--- config.mk ---
export PLATFORM = sky130hd
export DESIGN_NAME = dis_irq_select
export DESIGN_NICKNAME = d
export VERILOG_FILES = /design/src/pkg/dis_pkg.sv /design/src/dis_irq_select.sv
export SDC_FILE = /design/constraint.sdc
export NUM_CORES = 1
export LEC_CHECK = 0
export BUFFER_PORTS_ARGS = -buffer_cell sky130_fd_sc_hd__buf_2
export CAP_MARGIN = 20
export CORE_MARGIN = 10
export CORE_UTILIZATION = 48
export DETAILED_ROUTE_END_ITERATION = 6
export PLACE_DENSITY_LB_ADDON = 0.2
export SETUP_SLACK_MARGIN = 0.1
export SLEW_MARGIN = 0
export SYNTH_ARGS = -nofsm -noshare
export SYNTH_HDL_FRONTEND = slang
export SYNTH_SLANG_ARGS = --single-unit
export TNS_END_PERCENT = 10
--- constraint.sdc ---
create_clock -name clk_sys_in -period 3.4 [get_ports clk_sys_in]
set_input_delay 0.17 -clock clk_sys_in [delete_from_list [all_inputs] [get_ports clk_sys_in]]
set_output_delay 0.17 -clock clk_sys_in [all_outputs]
set_load 0.1 [all_outputs]
--- src/pkg/dis_pkg.sv ---
// constants shared by the dual interrupt source select block
package dis_pkg;
	// ==========================================================
	// register offsets from the card's i/o base
	localparam logic [7:0] OFS_SOURCE_SELECT = 8'h20;
	localparam logic [7:0] OFS_IRQ_STATUS = 8'h24;
	localparam logic [7:0] OFS_IRQ_CLEAR = 8'h30;

	// ==========================================================
	// field layout of the source select register
	localparam int SEL_FIRST_LSB = 0;
	localparam int SEL_SECOND_LSB = 2;
	localparam int SEL_FIELD_W = 2;
	localparam int SEL_USED_W = 4;
	localparam logic [3:0] SEL_RESET = 4'h0;

	// ==========================================================
	// clear and status bit positions
	localparam int BIT_FIRST = 0;
	localparam int BIT_SECOND = 1;

	// ==========================================================
	// source mode codes per line
	localparam logic [1:0] MODE_OFF = 2'h0;
	localparam logic [1:0] MODE_FALL = 2'h1;
	localparam logic [1:0] MODE_GATE = 2'h2;
	localparam logic [1:0] MODE_COUNT = 2'h3;

	// ==========================================================
	// synchronised input vector layout
	localparam int IN_COUNT = 0;
	localparam int IN_C0 = 1;
	localparam int IN_C3 = 2;
	localparam int IN_W = 3;
endpackage

--- src/dis_irq_select.sv ---
// dual interrupt request lines with selectable sources merged onto one shared pin
// How it works
// - two separate pending flags, both may pend
// - both lines share one active-low pin
// - first line: port1 c0, c3 or counter
// - second line: port2 c0, c3 or timer
// - only select bits 3:0 choose sources
// - first pair: off, c0 fall, gate mode
// - first pair 11: counter reaching zero requests
// - bits 3:2: off, c0 fall, gate mode
// - second pair 11: timer reaching zero requests
// - gate mode: c0 high blocks requests
// - gate mode: c3 low blocks requests
// - gate mode: c3 falling with c0 low requests
// - gate mode: c0 rising with c3 high requests
// - software reads which line is pending
// - source select sits at offset 0x20
// - all registers byte wide, byte accesses only
module dis_irq_select (
	input wire logic clk_sys_in,
	input wire logic reset_in,
	input wire logic [7:0] io_addr_in,
	input wire logic [7:0] io_wdata_in,
	input wire logic io_wr_in,
	input wire logic io_rd_in,
	output logic [7:0] io_rdata_out,
	input wire logic port1_c_bit0_in,
	input wire logic port1_c_bit3_in,
	input wire logic port2_c_bit0_in,
	input wire logic port2_c_bit3_in,
	input wire logic event_count_zero_in,
	input wire logic timer_count_zero_in,
	input wire logic pci_inta_n_in,
	output logic pci_inta_n_out,
	output logic pci_inta_oe_n_out
);
	// ==========================================================
	// helpers

	// source level for one line; a request is a rising edge of this level
	function automatic logic src_level(input logic [1:0] mode, input logic [dis_pkg::IN_W-1:0] s);
		logic lvl;
		lvl = 1'b0;
		unique case (mode)
			dis_pkg::MODE_OFF: lvl = 1'b0;
			dis_pkg::MODE_FALL: lvl = ~s[dis_pkg::IN_C0];
			// c0 high or c3 low holds the level up, so no new edge can appear
			dis_pkg::MODE_GATE: lvl = s[dis_pkg::IN_C0] | ~s[dis_pkg::IN_C3];
			dis_pkg::MODE_COUNT: lvl = s[dis_pkg::IN_COUNT];
		endcase
		return lvl;
	endfunction

	// ==========================================================
	// input synchronisers

	logic [dis_pkg::IN_W-1:0] meta1_r, sync1_r, meta2_r, sync2_r;
	logic [dis_pkg::IN_W-1:0] meta1_nxt, sync1_nxt, meta2_nxt, sync2_nxt;

	// port pins and counter outputs come from outside this clock, two flops each
	always_comb begin
		meta1_nxt = {port1_c_bit3_in, port1_c_bit0_in, event_count_zero_in};
		meta2_nxt = {port2_c_bit3_in, port2_c_bit0_in, timer_count_zero_in};
		sync1_nxt = meta1_r;
		sync2_nxt = meta2_r;
	end

	always_ff @(posedge clk_sys_in) begin
		if (reset_in) begin
			meta1_r <= '0;
			sync1_r <= '0;
			meta2_r <= '0;
			sync2_r <= '0;
		end else begin
			meta1_r <= meta1_nxt;
			sync1_r <= sync1_nxt;
			meta2_r <= meta2_nxt;
			sync2_r <= sync2_nxt;
		end
	end

	// ==========================================================
	// shared pin read back

	logic pin_meta_r, pin_meta_nxt, pin_sync_r, pin_sync_nxt;

	// other cards pull the same wire, so its level is foreign to this clock: two flops
	always_comb begin
		pin_meta_nxt = pci_inta_n_in;
		pin_sync_nxt = pin_meta_r;
	end

	always_ff @(posedge clk_sys_in) begin
		if (reset_in) begin
			pin_meta_r <= 1'b1; // released level, so no false low after reset
			pin_sync_r <= 1'b1;
		end else begin
			pin_meta_r <= pin_meta_nxt;
			pin_sync_r <= pin_sync_nxt;
		end
	end

	// ==========================================================
	// register port and edge detection

	logic [dis_pkg::SEL_USED_W-1:0] sel_r, sel_nxt;
	logic lvl1_r, lvl1_nxt, lvl2_r, lvl2_nxt;
	logic pend1_r, pend1_nxt, pend2_r, pend2_nxt;
	logic [7:0] rdata_r, rdata_nxt;
	logic inta_n_r, inta_n_nxt;
	logic [1:0] mode1, mode2;
	logic set1, set2, clr1, clr2, wr_sel, wr_clr, rd_stat;

	// byte decode; only full-byte accesses exist on this port
	assign wr_sel = io_wr_in && (io_addr_in == dis_pkg::OFS_SOURCE_SELECT);
	assign wr_clr = io_wr_in && (io_addr_in == dis_pkg::OFS_IRQ_CLEAR);
	assign rd_stat = io_rd_in && (io_addr_in == dis_pkg::OFS_IRQ_STATUS);
	assign mode1 = sel_r[dis_pkg::SEL_FIRST_LSB +: dis_pkg::SEL_FIELD_W];
	assign mode2 = sel_r[dis_pkg::SEL_SECOND_LSB +: dis_pkg::SEL_FIELD_W];
	assign clr1 = wr_clr && io_wdata_in[dis_pkg::BIT_FIRST];
	assign clr2 = wr_clr && io_wdata_in[dis_pkg::BIT_SECOND];

	// next state: select latch, source levels, sticky flags, read data and pin
	always_comb begin
		sel_nxt = sel_r;
		if (wr_sel) begin
			sel_nxt = io_wdata_in[dis_pkg::SEL_USED_W-1:0]; // upper bits ignored
		end
		lvl1_nxt = src_level(mode1, sync1_r);
		lvl2_nxt = src_level(mode2, sync2_r);
		// rising source edge: c0 fall, gate edge, or count reaching zero
		set1 = lvl1_nxt && !lvl1_r;
		set2 = lvl2_nxt && !lvl2_r;
		// an event in the clearing cycle wins so it is never lost
		pend1_nxt = set1 | (pend1_r & ~clr1);
		pend2_nxt = set2 | (pend2_r & ~clr2);
		rdata_nxt = rdata_r;
		if (rd_stat) begin
			rdata_nxt = '0;
			rdata_nxt[dis_pkg::BIT_FIRST] = pend1_r;
			rdata_nxt[dis_pkg::BIT_SECOND] = pend2_r;
		end else if (io_rd_in) begin
			rdata_nxt = '0; // write-only and unmapped offsets read zero
		end
		inta_n_nxt = !(pend1_nxt | pend2_nxt);
	end

	always_ff @(posedge clk_sys_in) begin
		if (reset_in) begin
			sel_r <= dis_pkg::SEL_RESET;
			lvl1_r <= 1'b0;
			lvl2_r <= 1'b0;
			pend1_r <= 1'b0;
			pend2_r <= 1'b0;
			rdata_r <= '0;
			inta_n_r <= 1'b1;
		end else begin
			sel_r <= sel_nxt;
			lvl1_r <= lvl1_nxt;
			lvl2_r <= lvl2_nxt;
			pend1_r <= pend1_nxt;
			pend2_r <= pend2_nxt;
			rdata_r <= rdata_nxt;
			inta_n_r <= inta_n_nxt;
		end
	end

	// open drain: data is low whenever the enable is, so the pin is only ever pulled low
	assign io_rdata_out = rdata_r;
	assign pci_inta_n_out = inta_n_r;
	assign pci_inta_oe_n_out = inta_n_r;
endmodule

After elaboration in Yosys (flattened, before gate mapping):

Cells that the tools add are included.

* flip-flop bits (word level): 23
* input bits: 27

* reduce and logical (&&, ||, !) cells: 13
* muxes and demuxes: 4
* bitwise operators: 13
* eq/ne operators: 9

Operator list (number)
* 8-bit by 6-bit equality test with 1-bit output (second input constant): 3
* 2-bit equality test (second input constant): 4
* 1-bit case mux with 4 select lines: 2
* 1-bit logical AND: 7
* 1-bit inverter: 6
* 1-bit OR: 5
* 2-bit by 1-bit equality test with 1-bit output (second input constant): 2
* 2-bit zero test: 2
* 2-bit 2-to-1 mux: 2
* 1-bit zero test: 3
* 1-bit bitwise AND: 2
* 2-bit nonzero test: 1

Depth between registers and ports, before layout:

* word-level depth: 8
* depth in mapped cells: 4
* gate-level depth less buffers: 4

Worst setup path after synthesis:

OpenSTA, ideal clock, no wires.

* path kind: register to output
* start point: register inta_n_r (netlist: pci_inta_n_out)
* end point: output port pci_inta_oe_n_out
* data required time: 3.230 ns
* path slack: 1.874 ns
* arrival: 1.356 ns
* path buffers: 1
* stages on the path, launching flop included: 2
* cells stage by stage: dfxtp_1 buf_4

RTL lines
* from (decl): line dis_irq_select.sv:110 `logic inta_n_r, inta_n_nxt;`
* from (signal assigned): line dis_irq_select.sv:164 `inta_n_r <= inta_n_nxt;`
* to (decl): line dis_irq_select.sv:35 `output logic pci_inta_oe_n_out`

No word-level cell between the ends.

Final worst setup path:

* start point: register rdata_r[1] (netlist: io_rdata_out[1])
* end point: output port io_rdata_out[1]

RTL lines
* from (decl): line dis_irq_select.sv:109 `logic [7:0] rdata_r, rdata_nxt;`
* from (signal assigned): line dis_irq_select.sv:163 `rdata_r <= rdata_nxt;`
* to (decl): line dis_irq_select.sv:26 `output logic [7:0] io_rdata_out,`

No word-level cell between the ends.

==> summary.md <==
| Metric | Value |
|---|---|
| Post-Route WL | 1.44 mm |
| Vias in the first global route | 566 |
| Status | finished, final reports clean |
| CTS Buf Count | 3 |
| Crit path to | io_rdata_out[1] |
| Top cell type's share of synthesized area | 54.2% |
| Final design utilization | 58.0% |
| Sw Pwr | 0.000118 W |
| Synth area leader | dfxtp_1 |
| Clock buffer depth | 2 |
| Combinational Power Share | 12.2% |
| Syn Inst Count | 83 |
| Period Utilization, post-route | 36.6% |
| GPL Wtd Cong | 0.748 |
| Die width | 62.1 µm |
| Post-synth EDFFs | 0 |
| GRT overflow | 0 |
| FFs w/ async S/R, synth | 0% |
| Max-cap viol count | 0 |
| # rows | 15 |
| Min Tclk post-route | 1.25 ns |
| Nets | 136 |
| Vias | 607 |
| Synth top cells by count | dfxtp_1, nor2b_1, nor2_1 |
| Clock share of power | 26.7% |
| RSZ-0062 raised after global routing | false |
| Yosys cell types | 18 |
| Critical Path RT | 3.23 ns |
| H-tree depth | 1 |
| Initial DRC Count | 5 |
| Final setup margin | 2.15 ns |
| Area Overhead vs Synth | 16.6% |
| Clock-pin slew on the worst setup and hold paths | 0.12 ns |
| Flops & latches, synth | 23 |
| Sw frac | 26.0% |
| R2R Path End | pci_inta_n_out |
| GRT busiest layer | met2 |
| Layout Skew | 0.00245 ns |
| Critical Path Max Stage Delay | 0.42 ns |
| Grt met2 use | 13.3% |
| I/O pins | 37 |
| DR pass1 iterations | 4 |
| Count leader, synth | dfxtp_1 |
| Internal | 0.000336 W |
| Hpwl dp | 1.14 mm |
| Crit path DAT | 1.08 ns |
| Postcts setup bufs | 0 |
| Clock Latency Late Sink | 0.30 ns |
| Setup violators final | 0 |
| Hold WS | 0.0657 ns |
| Starting Density | 49.7% |
| Syn_area_per_cell | 10.2 µm² |
| Antenna Violating Nets Remaining | 0 |
| Mapped Area | 850 µm² |
| Clk sink count | 23 |
| Number of diodes | 0 |
| Buf/Inv on CP | 1 |
| I/O Buffers | 25 |
| Final Hold Fails | 0 |
| Worst setup EP type | primary output |
| CP delay by family, top | buffers and inverters |
| CP Launch Point | io_rdata_out[1] |
| Hold-fix buffer count after cts | 0 |
| Synth warn | 0 |
| Setup TNS | 0 ns |
| Max IR drop VDD | 313 µV |
| Fin. max-slew vios | 0 |
| Fillers | 174 |
| Pin count of the biggest net entering global routing | 24 |
| Static Leak | 0.422 nW |
| Top_reg_cell synth | dfxtp_1 |
| Total GRT Usage | 8.48% |
| DRC | 0 |
| Power share of the sequential group | 61.0% |
| Layout cells sized above 1 | 29.6% |
| Design Power | 0.000455 W |
| Met1 Usage GRT | 9.17% |
| Crit path depth | 1 |
| CTS Root Cell | clkbuf_4 |
| R2R cell count | 4 |
| Die Ht | 62.1 µm |
| Worst min path class | in -> reg |
| Power density cells | 459 nW/µm² |
| Crit-path slowest cell | buf_2 |
| Main area contributors after synthesis | dfxtp_1, nor2b_1, buf_4 |
| Core area | 1710 µm² |
| CP Launch Type | flip-flop |
| DR WL/cell | 10.8 µm |
| Met3 Usage GRT | 3.46% |
| Part of the Yosys area used for sequential elements | 54.2% |
| Worst-path cell chain | buf_2 |
| FF-to-FF setup slack | 2.25 ns |
| Crit Path Max Fanout | 2 |
| CTS tree | built |
| Max Clock Freq | 803 MHz |
| First-pass GRT wire length | 2.35 mm |
| Launch point of the worst reg-to-reg path | sel_r[0] |
| Via/cell ratio | 4.56 |
| Setup CP Type | reg -> out |
| Die area | 3850 µm² |
| Post_cts resized | 0 |
| Initial antenna violation count | 0 |
| Post-Place Setup Slack | 1.82 ns |
[worst min path at each step]
stage / from / end / slack [ns] / cells after the start
finish: port1_c_bit3_in / meta1_r[2] / 0.07 / 2
global placement: port2_c_bit3_in / meta2_r[2] / 0.38 / 2
CTS: port1_c_bit3_in / meta1_r[2] / 0.06 / 2
floorplan: reset_in / pend2_r / 0.29 / 1
detailed placement: port2_c_bit0_in / meta2_r[1] / 0.39 / 2
global route: timer_count_zero_in / meta2_r[0] / 0.05 / 2
[metrics by stage]
stage	cells	instance area, µm²
4_1_cts	133	991
2_1_floorplan	88	868
5_1_grt	133	991
6_report	133	991
3_3_place_gp	129	965
3_5_place_dp	129	965
[cells in the final DEF, fill, tap and decap left out, drive strengths merged]
| master | n |
|---|---|
| nand2 | 4 |
| clkbuf | 4 |
| conb | 6 |
| a21oi | 2 |
| or4b | 3 |
| mux2i | 4 |
| nor2 | 9 |
| dfxtp | 23 |
| o41ai | 2 |
| buf | 25 |
| inv | 2 |
| a22oi | 2 |
| nand2b | 2 |
| nor3 | 4 |
| o311ai | 2 |
| nor2b | 14 |
[cell type report]
cell class	count	area, µm²	share of cell area, %
Clock buffer	4	26.3	2.65
Multi-Input combinational cell	54	340	34.3
Sequential cell	23	460	46.5
Inverter	2	7.51	0.758
Tap cell	25	31.3	3.16
Timing Repair Buffer	25	125	12.6
[logic make-up (layout without fill, tap and decap cells)]
family / after synthesis / after routing / share of synthesized area (%)
muxes: 4 / 4 / 4.71
buffers and inverters: 11 / 31 / 7.95
AOI/OAI and AO/OA: 8 / 8 / 7.07
DFF: 23 / 23 / 54.2
other: 1 / 6 / 0.441
and+or+nand+nor: 36 / 36 / 25.6
[per-layer routing]
layer	up-vias	share of wire, %
li1	314	-
met3	4	9.1
met4	0	2.8
met5	-	0
met2	18	47
met1	271	42
[flip-flops by register name (all words and copies together) (netlist names)]
signal / count
io_rdata_out: 2
lvl1_r: 1
lvl2_r: 1
meta1_r: 3
meta2_r: 3
pci_inta_n_out: 1
pend1_r: 1
pend2_r: 1
sel_r: 4
sync1_r: 3
sync2_r: 3
[power groups by stage]
stage	Clock [W]	Sequential (W)	Combinational, W
2_1_floorplan	0	0.000284	0.0000464
6_report	0.000121	0.000278	0.0000557
5_1_grt	0.000137	0.000278	0.0000599
4_1_cts	0.000126	0.000278	0.0000559
3_3_place_gp	0	0.000284	0.0000550
3_5_place_dp	0	0.000284	0.0000557
No activity file was read; power rests on OpenSTA's default activity.
